### src/hdl/cri_defs.vh
`ifndef CRI_DEFS_VH
`define CRI_DEFS_VH
// axi register byte offsets
`define CRI_A_PSW 4'h0
`define CRI_A_CTL 4'h4
`define CRI_A_STAT 4'h8
`define CRI_RESP_OK 2'h0
`define CRI_RESP_ERR 2'h2
// instruction opcodes on the request port
`define CRI_OP_LCTL 2'h0
`define CRI_OP_STCTL 2'h1
`define CRI_OP_SSM 2'h2
`define CRI_OP_NOP 2'h3
// status word bit positions, bit 0 is the msb
`define CRI_PSW_DAT 5
`define CRI_PSW_IO 6
`define CRI_PSW_EXT 7
`define CRI_PSW_MODE 12
`define CRI_PSW_PROB 15
`define CRI_PSW_RST 16'h0000
// interruption classes
`define CRI_CL_PROG 2'h0
`define CRI_CL_EXT 2'h1
`define CRI_CL_IO 2'h2
`define CRI_CL_NONE 2'h3
// program check codes
`define CRI_PC_PRIV 16'h0002
`define CRI_PC_SPECOP 16'h0013
// external codes, index 0 signals, 1 interval, 2 cpu timer, 3 comparator, 4 console
`define CRI_EC_SIG 16'h0100
`define CRI_EC_ITMR 16'h0080
`define CRI_EC_CPUT 16'h1005
`define CRI_EC_CKC 16'h1004
`define CRI_EC_CONS 16'h0040
// extended-mode fixed store words above 127
`define CRI_LOC_EXT 12'h084
`define CRI_LOC_SVC 12'h088
`define CRI_LOC_PROG 12'h08C
`define CRI_ILC_SHIFT 16
`define CRI_NCR 16
`endif

### src/hdl/cri_unit.v
`timescale 1ns/1ns
`include "cri_defs.vh"
// Contract
// - sixteen control registers, numbered zero to fifteen
// - control register access only in supervisor state
// - load writes register, store reads it out
// - every control register thirty-two bits wide
// - unassigned control bits have no effect
// - status bit twelve selects basic/extended mode
// - interruptions taken only at instruction boundaries
// - register zero holds five external subclass masks
// - external mask off blocks all external
// - external taken only with subclass mask set
// - trap bit set: system mask instruction faults
// - trap bit clear: instruction updates system mask
// - extended status word drops channel masks, codes; only psw_out does, the bus readback of the status word keeps bits 0-3
// - extended mode channel masks in register two
// - extended mode external and program codes written above address 127
// - status bit five enables translation, full mode; extended mode only
// - extended channel n needs bit six and mask
// - basic mode channels gated by status bits 0-3
module cri_unit #(
  parameter P_SSM_TRAP = 1, // trap bit in register zero
  parameter P_SUB_SIG = 26, // external signals 2-7
  parameter P_SUB_ITMR = 24, // interval timer
  parameter P_SUB_CPUT = 21, // processor timer
  parameter P_SUB_CKC = 20, // clock comparator
  parameter P_SUB_CONS = 25 // operator console
) (
  input wire aclk, // processor clock
  input wire aresetn, // sync reset, low
  input wire [3:0] s_axi_awaddr, // write address
  input wire s_axi_awvalid, // write address valid
  output reg s_axi_awready, // write address ready
  input wire [31:0] s_axi_wdata, // write data
  input wire [3:0] s_axi_wstrb, // byte enables
  input wire s_axi_wvalid, // write data valid
  output reg s_axi_wready, // write data ready
  output reg [1:0] s_axi_bresp, // write response
  output reg s_axi_bvalid, // write response valid
  input wire s_axi_bready, // response accepted
  input wire [3:0] s_axi_araddr, // read address
  input wire s_axi_arvalid, // read address valid
  output reg s_axi_arready, // read address ready
  output reg [31:0] s_axi_rdata, // read data
  output reg [1:0] s_axi_rresp, // read response
  output reg s_axi_rvalid, // read data valid
  input wire s_axi_rready, // read accepted
  input wire instr_valid, // instruction pulse
  input wire [1:0] instr_op, // instruction opcode
  input wire [3:0] instr_reg, // control register number
  input wire [31:0] instr_data, // load operand or new mask
  input wire [1:0] instr_ilc, // instruction length code
  output reg instr_done, // completion pulse
  output reg [31:0] instr_rdata, // stored register value
  input wire insn_boundary, // boundary pulse from sequencer
  input wire [4:0] ext_req, // external requests, async
  input wire [3:0] chan_req, // channel requests, async
  output reg intr_take, // interruption taken pulse
  output reg [1:0] intr_class, // class of taken interruption
  output reg [15:0] intr_code, // code of taken interruption
  output reg [1:0] intr_ilc, // length code of taken one
  output reg low_wr, // fixed store write pulse
  output reg [11:0] low_addr, // fixed store byte address
  output reg [31:0] low_data, // ilc and code word
  output reg [0:15] psw_out, // status word high half
  output reg ec_mode, // extended control mode
  output reg dat_enable // translation enabled
);
  // control register file in local storage
  reg [0:31] cr_q [0:`CRI_NCR-1];
  reg [0:15] psw_q; // status word high half
  reg rmode_q; // restricted translation mode
  reg pc_pend_q; // program check pending
  reg [15:0] pc_code_q; // its code
  reg [1:0] pc_ilc_q; // its length code
  reg [1:0] last_cl_q; // last class taken
  reg [15:0] last_code_q; // last code taken
  reg [8:0] s1_q, s2_q, s3_q, req_q; // input synchroniser
  integer i; // synchroniser bit index
  integer j; // register-file reset index
  // arbitration result, combinational
  reg intr_take_d; // take at this boundary
  reg [1:0] cl_d; // class chosen
  reg [15:0] code_d; // code chosen
  reg [1:0] ilc_d; // length code chosen

  // extended mode bit, never a character code
  wire ec = psw_q[`CRI_PSW_MODE];
  // supervisor state while the problem bit is clear
  wire sup = ~psw_q[`CRI_PSW_PROB];
  // only registers zero and two steer anything here
  wire [0:31] cr0 = cr_q[0];
  wire [0:31] cr2 = cr_q[2];

  // subclass masks picked from register zero; other bits ignored except the trap bit
  wire [4:0] sub_m = {cr0[P_SUB_CONS], cr0[P_SUB_CKC], cr0[P_SUB_CPUT],
    cr0[P_SUB_ITMR], cr0[P_SUB_SIG]};
  wire [4:0] ext_ok = req_q[4:0] & sub_m &
    {5{psw_q[`CRI_PSW_EXT]}};

  // channel gating depends on mode
  wire [3:0] ch_ec = {cr2[3], cr2[2], cr2[1], cr2[0]} &
    {4{psw_q[`CRI_PSW_IO]}};
  wire [3:0] ch_bc = {psw_q[3], psw_q[2], psw_q[1], psw_q[0]};
  wire [3:0] ch_ok = req_q[8:5] & (ec ? ch_ec : ch_bc);

  // lowest set bit, shared by both priority scans
  function [2:0] first_bit;
    input [4:0] v;
    begin
      first_bit = v[0] ? 3'h0 : v[1] ? 3'h1 : v[2] ? 3'h2 : v[3] ? 3'h3 : 3'h4;
    end
  endfunction

  // external code per subclass index
  function [15:0] ext_code;
    input [2:0] n;
    begin
      case (n)
        3'h0: ext_code = `CRI_EC_SIG;
        3'h1: ext_code = `CRI_EC_ITMR;
        3'h2: ext_code = `CRI_EC_CPUT;
        3'h3: ext_code = `CRI_EC_CKC;
        default: ext_code = `CRI_EC_CONS;
      endcase
    end
  endfunction

  wire [2:0] ext_n = first_bit(ext_ok);
  wire [2:0] ch_n = first_bit({1'b0, ch_ok});

  // pins: three flops, accept when second and third agree
  always @(posedge aclk) begin
    if (!aresetn) begin
      s1_q <= 9'h000;
      s2_q <= 9'h000;
      s3_q <= 9'h000;
      req_q <= 9'h000;
    end else begin
      s1_q <= {chan_req, ext_req};
      s2_q <= s1_q;
      s3_q <= s2_q;
      // a glitch seen by one flop only never reaches the arbiter
      for (i = 0; i < 9; i = i + 1) begin
        if (s2_q[i] == s3_q[i]) begin
          req_q[i] <= s3_q[i];
        end
      end
    end
  end

  // axi handshake conditions
  // the ready guards stop a second take while the master still holds valid
  wire wr_go = s_axi_awvalid & s_axi_wvalid & ~s_axi_bvalid & ~s_axi_awready;
  wire rd_go = s_axi_arvalid & ~s_axi_rvalid & ~s_axi_arready;
  wire is_ssm = instr_valid & (instr_op == `CRI_OP_SSM);
  // every opcode but nop is privileged
  wire priv = instr_valid & (instr_op != `CRI_OP_NOP);
  // trap bit only matters for the set-mask opcode
  wire trap = is_ssm & cr0[P_SSM_TRAP];

  // instruction execution and status word
  always @(posedge aclk) begin
    if (!aresetn) begin
      for (j = 0; j < `CRI_NCR; j = j + 1) begin
        cr_q[j] <= 32'h00000000;
      end
      psw_q <= `CRI_PSW_RST;
      rmode_q <= 1'b0;
      pc_pend_q <= 1'b0;
      pc_code_q <= 16'h0000;
      pc_ilc_q <= 2'h0;
      instr_done <= 1'b0;
      instr_rdata <= 32'h00000000;
    end else begin
      // every instruction completes next cycle, refused ones too
      instr_done <= instr_valid;
      // bus write is dropped while a set-mask instruction is presented, refused or not
      if (wr_go && !is_ssm) begin
        if (s_axi_awaddr == `CRI_A_PSW) begin
          if (s_axi_wstrb[0]) psw_q[8:15] <= s_axi_wdata[7:0];
          if (s_axi_wstrb[1]) psw_q[0:7] <= s_axi_wdata[15:8];
        end else if (s_axi_awaddr == `CRI_A_CTL && s_axi_wstrb[0]) begin
          rmode_q <= s_axi_wdata[0];
        end
      end
      // a new fault sets; the take below clears only when none arrives
      if (intr_take_d && cl_d == `CRI_CL_PROG) begin
        pc_pend_q <= 1'b0;
      end
      if (priv && !sup) begin
        // problem state: nothing changes, nothing leaks
        pc_pend_q <= 1'b1;
        pc_code_q <= `CRI_PC_PRIV;
        pc_ilc_q <= instr_ilc;
        instr_rdata <= 32'h00000000;
      end else if (trap) begin
        // fault instead, system mask left alone
        pc_pend_q <= 1'b1;
        pc_code_q <= `CRI_PC_SPECOP;
        pc_ilc_q <= instr_ilc;
      end else if (is_ssm) begin
        psw_q[0:7] <= instr_data[7:0];
      end else if (instr_valid && instr_op == `CRI_OP_LCTL) begin
        cr_q[instr_reg] <= instr_data;
      end else if (instr_valid && instr_op == `CRI_OP_STCTL) begin
        instr_rdata <= cr_q[instr_reg];
      end
    end
  end

  // boundary arbitration: program, external, then channels
  always @* begin
    intr_take_d = 1'b0;
    cl_d = `CRI_CL_NONE;
    code_d = 16'h0000;
    ilc_d = 2'h0;
    // never mid-instruction, so the saved state is exact
    if (insn_boundary && !instr_valid) begin
      intr_take_d = 1'b1;
      // faults first: they belong to the instruction just ended
      if (pc_pend_q) begin
        cl_d = `CRI_CL_PROG;
        code_d = pc_code_q;
        ilc_d = pc_ilc_q;
      end else if (|ext_ok) begin
        cl_d = `CRI_CL_EXT;
        code_d = ext_code(ext_n);
      end else if (|ch_ok) begin
        cl_d = `CRI_CL_IO;
        code_d = {13'h0000, ch_n};
      end else begin
        intr_take_d = 1'b0;
      end
    end
  end

  // taken interruption and fixed store report
  always @(posedge aclk) begin
    if (!aresetn) begin
      intr_take <= 1'b0;
      intr_class <= `CRI_CL_NONE;
      intr_code <= 16'h0000;
      intr_ilc <= 2'h0;
      low_wr <= 1'b0;
      low_addr <= 12'h000;
      low_data <= 32'h00000000;
      last_cl_q <= `CRI_CL_NONE;
      last_code_q <= 16'h0000;
    end else begin
      intr_take <= intr_take_d;
      low_wr <= 1'b0;
      if (intr_take_d) begin
        intr_class <= cl_d;
        intr_code <= code_d;
        intr_ilc <= ilc_d;
        // kept for the status register readback
        last_cl_q <= cl_d;
        last_code_q <= code_d;
        // extended mode: external and program codes go to storage, not the status word
        if (ec && cl_d != `CRI_CL_IO) begin
          low_wr <= 1'b1;
          low_addr <= (cl_d == `CRI_CL_EXT) ? `CRI_LOC_EXT : `CRI_LOC_PROG;
          low_data <= {14'h0000, ilc_d, code_d};
        end
      end
    end
  end

  // status word view and translation enable
  always @(posedge aclk) begin
    if (!aresetn) begin
      psw_out <= `CRI_PSW_RST;
      ec_mode <= 1'b0;
      dat_enable <= 1'b0;
    end else begin
      // one cycle behind the live word, like every output
      psw_out <= psw_q;
      // extended format carries no channel masks in bits 0-3
      if (ec) psw_out[0:3] <= 4'h0;
      ec_mode <= ec;
      // restricted mode ignores bit five; software must keep it clear
      dat_enable <= ec & psw_q[`CRI_PSW_DAT] & ~rmode_q;
    end
  end

  // axi write channel: both beats taken together, then response
  always @(posedge aclk) begin
    if (!aresetn) begin
      s_axi_awready <= 1'b0;
      s_axi_wready <= 1'b0;
      s_axi_bvalid <= 1'b0;
      s_axi_bresp <= `CRI_RESP_OK;
    end else begin
      s_axi_awready <= wr_go;
      s_axi_wready <= wr_go;
      // response code decided when the beats are taken
      if (wr_go) begin
        s_axi_bresp <= (s_axi_awaddr == `CRI_A_PSW || s_axi_awaddr == `CRI_A_CTL ||
          s_axi_awaddr == `CRI_A_STAT) ? `CRI_RESP_OK : `CRI_RESP_ERR;
      end
      // response raised at the ready edge, so it follows both handshakes
      if (s_axi_awready) begin
        s_axi_bvalid <= 1'b1;
      end else if (s_axi_bready) begin
        s_axi_bvalid <= 1'b0;
      end
    end
  end

  // axi read channel; control registers are not visible here
  always @(posedge aclk) begin
    if (!aresetn) begin
      s_axi_arready <= 1'b0;
      s_axi_rvalid <= 1'b0;
      s_axi_rdata <= 32'h00000000;
      s_axi_rresp <= `CRI_RESP_OK;
    end else begin
      s_axi_arready <= rd_go;
      if (rd_go) begin
        s_axi_rresp <= `CRI_RESP_OK;
        case (s_axi_araddr)
          `CRI_A_PSW: s_axi_rdata <= {16'h0000, psw_q};
          `CRI_A_CTL: s_axi_rdata <= {31'h00000000, rmode_q};
          `CRI_A_STAT: s_axi_rdata <= {8'h00, pc_pend_q, dat_enable, ec_mode,
            3'h0, last_cl_q, last_code_q};
          default: begin
            s_axi_rdata <= 32'h00000000;
            s_axi_rresp <= `CRI_RESP_ERR;
          end
        endcase
      end
      // data valid only after the address handshake edge
      if (s_axi_arready) begin
        s_axi_rvalid <= 1'b1;
      end else if (s_axi_rready) begin
        s_axi_rvalid <= 1'b0;
      end
    end
  end
endmodule // cri_unit

### config.mk
export PLATFORM = sky130hd
export DESIGN_NAME = cri_unit
export DESIGN_NICKNAME = d
export VERILOG_FILES = /design/src/hdl/cri_unit.v
export VERILOG_INCLUDE_DIRS = /design/src /design/src/hdl
export SDC_FILE = /design/constraint.sdc
export NUM_CORES = 1
export LEC_CHECK = 0
export ABC_AREA = 1
export BUFFER_PORTS_ARGS = -buffer_cell sky130_fd_sc_hd__clkbuf_2
export CAP_MARGIN = 0
export CELL_PAD_IN_SITES_DETAIL_PLACEMENT = 0
export CELL_PAD_IN_SITES_GLOBAL_PLACEMENT = 1
export CORE_MARGIN = 4
export CORE_UTILIZATION = 31
export DETAILED_ROUTE_END_ITERATION = 7
export HOLD_SLACK_MARGIN = 0.05
export PLACE_DENSITY_LB_ADDON = 0.1
export SLEW_MARGIN = 15
export SYNTH_ARGS = -nofsm -noshare
export SYNTH_HDL_FRONTEND = slang
export SYNTH_SLANG_ARGS = --single-unit
### constraint.sdc
create_clock -name aclk -period 7.29 [get_ports aclk]
set_input_delay 0 -clock aclk [delete_from_list [all_inputs] [get_ports aclk]]
set_output_delay 0 -clock aclk [all_outputs]
set_load 0.02 [all_outputs]
### Word-level counts from Yosys, hierarchy flattened

Memory sizes are Yosys's and may differ from the RTL's. A register that Yosys moved wholly into a read port is not among the register bits.
Cells that the tools add are included.
W data, S select, Z words.

* memories: 1
* input bits: 102
* bits in writable memories: 512
* output and inout port bits: 158
* bits in registers: 169

* eq/ne operators: 21
* bitwise logic cells: 24
* reduce and logical (&&, ||, !) cells: 32
* mux-type cells: 57

Memory list
* cr_q: depth 16, bits a word 32, rd ports 3, clocked after Yosys merged registers in 1, wr ports 16, line cri_unit.v:71 `` reg [0:31] cr_q [0:`CRI_NCR-1]; ``

Operator list (number)
* $mux W16: 5
* $pmux W24 S3: 1
* $pmux W13 S4: 1
* $mux W8: 5
* $mux W32: 1
* $reduce_or A32 Y1: 1
* $mux W3: 9
* $mux W2: 11
* $mux W1: 21
* $mux W4: 3
* $and A1 B1 Y1: 10
* $and A5 B5 Y5: 2
* $not A1 Y1: 10
* $eq A1 B1 Y1: 9
* $and A4 B4 Y4: 2
* $eq A4 B3 Y1 const B: 2
* $eq A4 B4 Y1 const B: 2
* $logic_and A1 B1 Y1: 8
* $logic_not A4 Y1: 2
* $eq A3 B2 Y1 const B: 2
* $reduce_and A3 Y1: 2
* $reduce_bool A2 Y1: 3
* $reduce_or A5 Y1: 1
* $eq A2 B1 Y1 const B: 2
* other kinds (13): 19

### Depth between registers and ports, before layout

Gate-level depths: netlist of the first run.
An unclocked memory read counts as a cell.

* depth in word-level cells: 14
* gate-level depth with buffers: 12

### Least setup slack after synthesis of the first run

No wires, ideal clock.

* path type: register to register
* start point: register psw_q[15] in the netlist's numbering
* end point: memory cr_q[12][0] in the netlist's numbering, enable pin
* buffers on the path: 1
* path slack: 4879 ps
* period minus slack after synthesis: 2411 ps
* setup time: 389 ps
* required time: 6901 ps
* cell stages (with the launch flop): 9
* data arrival time: 2022 ps
* path through: dfxtp_1 nand3_2 nand2_1 clkinv_2 nand4_4 nor3_4 nand2_4 buf_6 nand2_1

RTL lines
* start: declaration: line cri_unit.v:72 `reg [0:15] psw_q;`
* start signal: assignment: line cri_unit.v:169 `` psw_q <= `CRI_PSW_RST; ``
* end: declaration: line cri_unit.v:71

==> metrics.cfg, run 1 <==
[synth]
yosys.area.top_type=edfxtp_1
yosys.area_share.simple=0.175
ys_ff_latch=673
synth-xor-area-share=0
synth_top_cell_area_share=0.545
synth_area_leaders=edfxtp_1, dfxtp_1, nor2_1, a22oi_1, nand2_1
synth_top_family_by_area=simple AND/OR/NAND/NOR gates
synth_compound_area_frac=0.0956
syn-cell-area_mm2=0.0282
synthCells=2653
synthMuxAreaShare=0
synth.avg_cell_area_um2=10.6
ys_seq_area_frac=0.659
ys_warn_count=0
synth_adder_area_share=0
synth.distinct_cells=34

[sta]
rsz0062_at_grt=false
hold_viol_final=0
setup_viol=0
relSlewSlack=0.192
clock_skew_ns=0.0280
slew_violations=0
setup_tns_ns=0
worstMarginPinSlew_ns=1.21
layout_min_cycle_time_ns=4.09
period_share=0.561
fmax_mhz=245

[drt]
wl_met3_um=5200
dr_wl_met2_um=44000
antenna_left=0
routed_via_density=4.94
drt_iter0_markers=1569
wl_per_cell_um=22.8
wirelength_um=93200
drc=0
drt_first_pass_iters=8
via_count=20100
top_layer=met4
met1Wirelength_um=41900

[clocking]
root_buffer=clkbuf_16
clock_sinks=673
cts_buffers=78
clk_latency_ns=0.62
cts_tree=built
h-tree-depth=3
clockBufferDepth=3
clk_pin_slew_ns=0.06
post_cts_buffers=0

[finish]
multi_input_area_mm2=0.00792
n_fill_cell=9006
syn_to_final_growth_pct=16.9
utilization=0.366
regArea_mm2=0.0186
layout-drive-gt1-share=0.148
final_cell_mix=nor2_1, edfxtp_1, nand2_1, a22oi_1, clkbuf_2
final_common_cell=nor2_1
fin_nets=2941
n_antenna_cell=0

[setup_path]
crit_arrival_ns=4.31
path_max_fanout=33
start_kind=primary input
criticalPathCategory=in2reg
timing.rr.end=cr_q[6][3]
cp_data_required_time_ns=7.51
worstPathCellList=dlygate4sd3_1 > clkbuf_2 > nand2_1 > dlygate4sd3_1 > nand3_2 > nand2_1 > clkinv_2 > nand4_4 > nor3_4 > nand2_4 > nand2_2
rrSetupSlack_ns=3.52
reg2reg_from=psw_q[15]
cp_slowest_cell=nand2_2
rr_worst_depth=7
crit_path_end_kind=register
max_stage_delay_ns=1.08

[global_routing]
grt_pass1_vias=20400
grt_max_degree=109
overflow=0
grt_pass1_wl_um=135000
antenna_found_initial=0
track_usage=0.191

[pwr]
peakVddDrop_mv=0.123
leakage_uw=0.0136
p_per_area_mw_per_mm2=266

[die]
rows=110
ios=260
die_y_um=310
die_width_um=310
start_util=0.313
die_area_mm2=0.0959
core_mm2=0.0901

[worst_hold_path]
min_from=instr_data[15]
holdPathStages=3
hold_path_end=cr_q[2][15]
hold_path_class=in2reg

[job]
maxCapViolCount=0

[place]
dp_hpwl_um=53100
io_buffers=189
gp_congestion=0.748

[outcome]
status=finished clean

==> sequential cells by signal (all words and copies together) (netlist names), 2 cells and up <==
| register | cells |
|---|---|
| s_axi_rdata | 21 |
| psw_q | 16 |
| s1_q | 9 |
| req_q | 9 |
| cr_q | 512 |
| psw_out | 16 |
| pc_ilc_q | 2 |
| s3_q | 9 |
| low_addr | 2 |
| last_cl_q | 2 |
| last_code_q | 8 |
| s2_q | 9 |
| pc_code_q | 2 |
| instr_rdata | 32 |
| low_data | 10 |
| intr_ilc | 2 |
==> what timing repair did <==
action / CTS / global route
endpoints found under the hold margin: 231 / 0
hold buffers: 82 / 0
gates resized for setup: 0 / 0
==> cell type report <==
type	count	area share
Inverter	134	0.0154
Tap cell	1176	0.0446
Sequential cell	673	0.564
Multi-Input combinational cell	1659	0.240
Timing Repair Buffer	293	0.0590
Clock inverter	22	0.00459
Clock buffer	124	0.0726
==> metal layers <==
layer / vias to the layer above / GRT usage
met4: 0 / 0.0535
met1: 10100 / 0.260
met5: - / 0
met3: 116 / 0.0248
li1: 9320 / -
met2: 599 / 0.321
==> per-stage QoR <==
step	area [um2]	setup WS, ns	hold slack (ns)	total power (uW)	cells
floorplan	28400	4.88	0.0935	4700	2704
global placement	29600	3.42	0.196	4920	3853
global route	33000	3.01	0.109	9060	4081
CTS	33000	3.19	0.0611	8850	4081
finish	33000	3.20	0.0724	8760	4081
detailed placement	29600	3.37	0.199	4920	3853
==> worst max-delay path by stage <==
stage | startpoint | slack [ns] | endpoint | cells after the start
2_1_floorplan | psw_q[15] | 4.88 | cr_q[12][0] | 8
3_3_place_gp | aresetn | 3.42 | cr_q[6][19] | 7
3_5_place_dp | aresetn | 3.37 | cr_q[6][2] | 7
4_1_cts | instr_op[0] | 3.19 | cr_q[6][10] | 11
5_1_grt | instr_op[0] | 3.01 | cr_q[6][3] | 11
6_report | instr_op[0] | 3.20 | cr_q[6][3] | 11
==> where the power goes <==
group / switching [uW] / internal, uW / leakage (uW)
sequential: 43.6 / 4240 / 0.00665
clock: 1600 / 2290 / 0.00127
combinational: 444 / 140 / 0.00573
total: 2090 / 6670 / 0.0136
==> cells in the mapped netlist <==
| master | count |
|---|---|
| nor2_1 | 591 |
| edfxtp_1 | 512 |
| nand2_1 | 459 |
| a22oi_1 | 256 |
| dfxtp_1 | 161 |
| inv_1 | 126 |
| o21ai_0 | 76 |
| clkbuf_1 | 68 |
| nand3_1 | 68 |
| buf_2 | 67 |
| buf_4 | 62 |
| a21oi_1 | 57 |
| nor2_2 | 52 |
| buf_6 | 36 |
| nand2_4 | 12 |
| nand4_1 | 9 |
| o211ai_1 | 8 |
| buf_1 | 5 |
| inv_2 | 4 |
| clkinv_1 | 3 |
| nand3b_1 | 3 |
| nor3_4 | 3 |
| o22ai_1 | 3 |
| nor3_1 | 2 |
| a31oi_1 | 1 |
| clkinv_2 | 1 |
| conb_1 | 1 |
| nand3_2 | 1 |
| nand4_4 | 1 |
| nor3_2 | 1 |
| nor3b_1 | 1 |
| o21a_1 | 1 |
| o21ai_2 | 1 |
| o221ai_1 | 1 |
==> cell families (layout without fill, tap and decap cells) <==
family,count (synthesis),in the layout
flops,673,673
compound gates,404,404
buf+inv,372,573
simple gates,1203,1203
other cells,1,52
==> worst max-delay path: cells and delay by family <==
kind                   cells  cell delay (ns)
AND/OR/NAND/NOR            7             2.53
buffers and inverters      4             1.74
Power figures use the tool's default switching activity.
==> run 2, diff against run 1 <==
==> constraint.sdc (replaced) <==
create_clock -name aclk -period 3.9 [get_ports aclk]
set_input_delay 0 -clock aclk [delete_from_list [all_inputs] [get_ports aclk]]
set_output_delay 0 -clock aclk [all_outputs]
set_load 0.02 [all_outputs]
==> metrics.cfg, run 2 (synthesis gave the netlist of run 1 again) <==
[sta]
fmax_mhz=304
setup_viol=0  ; unchanged
worstMarginPinSlew_ns=1.14  ; -0.0652 ns
layout_min_cycle_time_ns=3.29
period_share=0.845
slew_violations=0  ; unchanged
holdWs_ns=0.0761  ; +0.00363 ns
hold_viol_final=0  ; unchanged
clock_skew_ns=0.0206  ; -0.00744 ns
rsz0062_at_grt=false
relSlewSlack=0.236  ; +0.0436
setup_tns_ns=0  ; unchanged

[die]
ios=260  ; unchanged
die_width_um=310  ; unchanged
start_util=0.313  ; unchanged
die_y_um=310  ; unchanged
core_mm2=0.0901  ; unchanged
rows=110  ; unchanged
die_area_mm2=0.0959  ; unchanged

[finish]
syn_to_final_growth_pct=18.2
layout-drive-gt1-share=0.156  ; +0.00718
final_cell_mix=nor2_1, edfxtp_1, nand2_1, a22oi_1, clkbuf_2
fin_nets=2986  ; +1.5%
utilization=0.370  ; +0.00416
largest_register_ffs=512  ; unchanged
final_common_cell=nor2_1
largest_registers=cr_q (512), instr_rdata (32), s_axi_rdata (21)
regMostFlops=cr_q
regArea_mm2=0.0186  ; unchanged
multi_input_area_mm2=0.00791  ; about the same
n_fill_cell=8997  ; -0.10%

[clocking]
root_buffer=clkbuf_16
clk_latency_ns=0.62  ; about the same
h-tree-depth=3  ; unchanged
cts_buffers=79  ; +1.3%
clock_sinks=673  ; unchanged
clockBufferDepth=3  ; unchanged
clk_pin_slew_ns=0.06  ; about the same
cts_tree=built
post_cts_buffers=0  ; unchanged

[drt]
antenna_left=0  ; unchanged
routed_via_density=4.93  ; -0.23%
drt_iter0_markers=1559  ; -0.64%
drt_first_pass_iters=5  ; -3
via_count=20300  ; +0.92%
drc=0  ; unchanged
wl_per_cell_um=23.1  ; +0.94%
wirelength_um=95200  ; +2.1%

[pwr]
clockPowerShare=0.440  ; -0.004
swShare=0.238  ; about the same
peakVddDrop_mv=0.254  ; +110%
p_per_area_mw_per_mm2=489  ; +84%
pwr-share-comb=0.069  ; +0.002
leakage_uw=0.0138  ; +1.3%
seqPwrFrac=0.491  ; +0.002
p_int_uw=12400  ; +86%
power_switching_uw=3890  ; +86%

[global_routing]
grt_max_degree=65  ; -40%
antenna_found_initial=3  ; +3
grt_pass1_wl_um=138000  ; +1.9%
grt_pass1_vias=20500  ; +0.65%
overflow=0  ; unchanged
track_usage=0.195  ; +0.00397

[setup_path]
reg2reg_from=s_axi_bvalid
path_max_fanout=11  ; -67%
criticalPathCategory=reg2reg
crit_path_end_kind=register
start_kind=register
timing.rr.end=rmode_q
cp_data_required_time_ns=4.39  ; -3.12 ns
rrSetupSlack_ns=0.61  ; -2.91 ns
crit_arrival_ns=3.79  ; -0.52 ns
startpoint=s_axi_bvalid
crit_end=rmode_q
rr_worst_depth=9  ; +2

[worst_hold_path]
hold_path_class=in2reg
holdPathStages=3  ; unchanged

[place]
gp_congestion=0.795  ; +6.3%
io_buffers=189  ; unchanged
dp_hpwl_um=56300  ; +6.0%

[job]
maxCapViolCount=0  ; unchanged

[outcome]
status=finished clean

-- run 2: cell types whose count changed in the layout (fill, tap and decap cells not counted), moves of 4 or more --
cell	previous run	this run
buf_4	22	56
clkbuf_8	18	6
clkinv_1	5	13
buf_12	1	8
clkbuf_1	22	29
clkinv_2	15	11
-- run 2: worst min path at each step --
stage | startpoint | end
after CTS | instr_op[1] | instr_rdata[10]
final | instr_data[28] | cr_q[14][28]
after detailed placement | ext_req[3] | s1_q[3]
after floorplan | instr_valid | instr_done
after global placement | ext_req[1] | s1_q[1]
after global routing | instr_data[28] | cr_q[2][28]
-- run 2: critical path, cell delays in order (launching register included) --
cell	delay [ns]
dfxtp_1	0.32
nor2_1	0.11
nand3_1	0.09
dlygate4sd3_1	0.59
nor2_1	0.55
nand3_1	0.16
dlygate4sd3_1	0.62
o21ai_0	0.14
a21oi_1	0.06
dlygate4sd3_1	0.54
-- run 2: area by class of cell --
cell class,instances,area share
sequential,673,0.557
clock buffer,121,0.0692
timing repair buffer,337,0.0711
multi-input combinational,1659,0.237
clock inverter,27,0.00570
inverter,134,0.0152
antenna,1,0.0000750
tap,1176,0.0441
-- run 2: power groups by stage --
stage / logic, uW / clock network, uW / registers (uW)
2_1_floorplan: 616 / 0 / 8170
3_3_place_gp: 1080 / 0 / 8150
3_5_place_dp: 1080 / 0 / 8160
4_1_cts: 1150 / 7370 / 8010
5_1_grt: 1230 / 7640 / 8020
6_report: 1130 / 7180 / 8010
-- run 2: what timing repair did --
item	CTS	global route
gates resized for setup	0	0
hold buffers	85	0
endpoints found under the hold margin	372	0
-- run 2: per-layer routing --
metal  global-route usage  part of all wire  vias to the layer above  routed length, um
met4               0.0553             0.024                        0               2290
met5                    0                 0                        -                  0
met2                0.334              0.49                      605              46300
met1                0.260              0.44                    10200              41500
met3               0.0251             0.053                      137               5040
li1                     -                 -                     9425                  -
-- run 2: through the flow --
step	setup WS, ns	power (uW)	cells	instance area, um2
floorplan	1.49	8790	2704	28400
global placement	0.996	9220	3894	30000
detailed placement	0.947	9240	3894	30000
CTS	0.581	16500	4127	33400
global route	0.302	16900	4128	33400
finish	0.605	16300	4128	33400
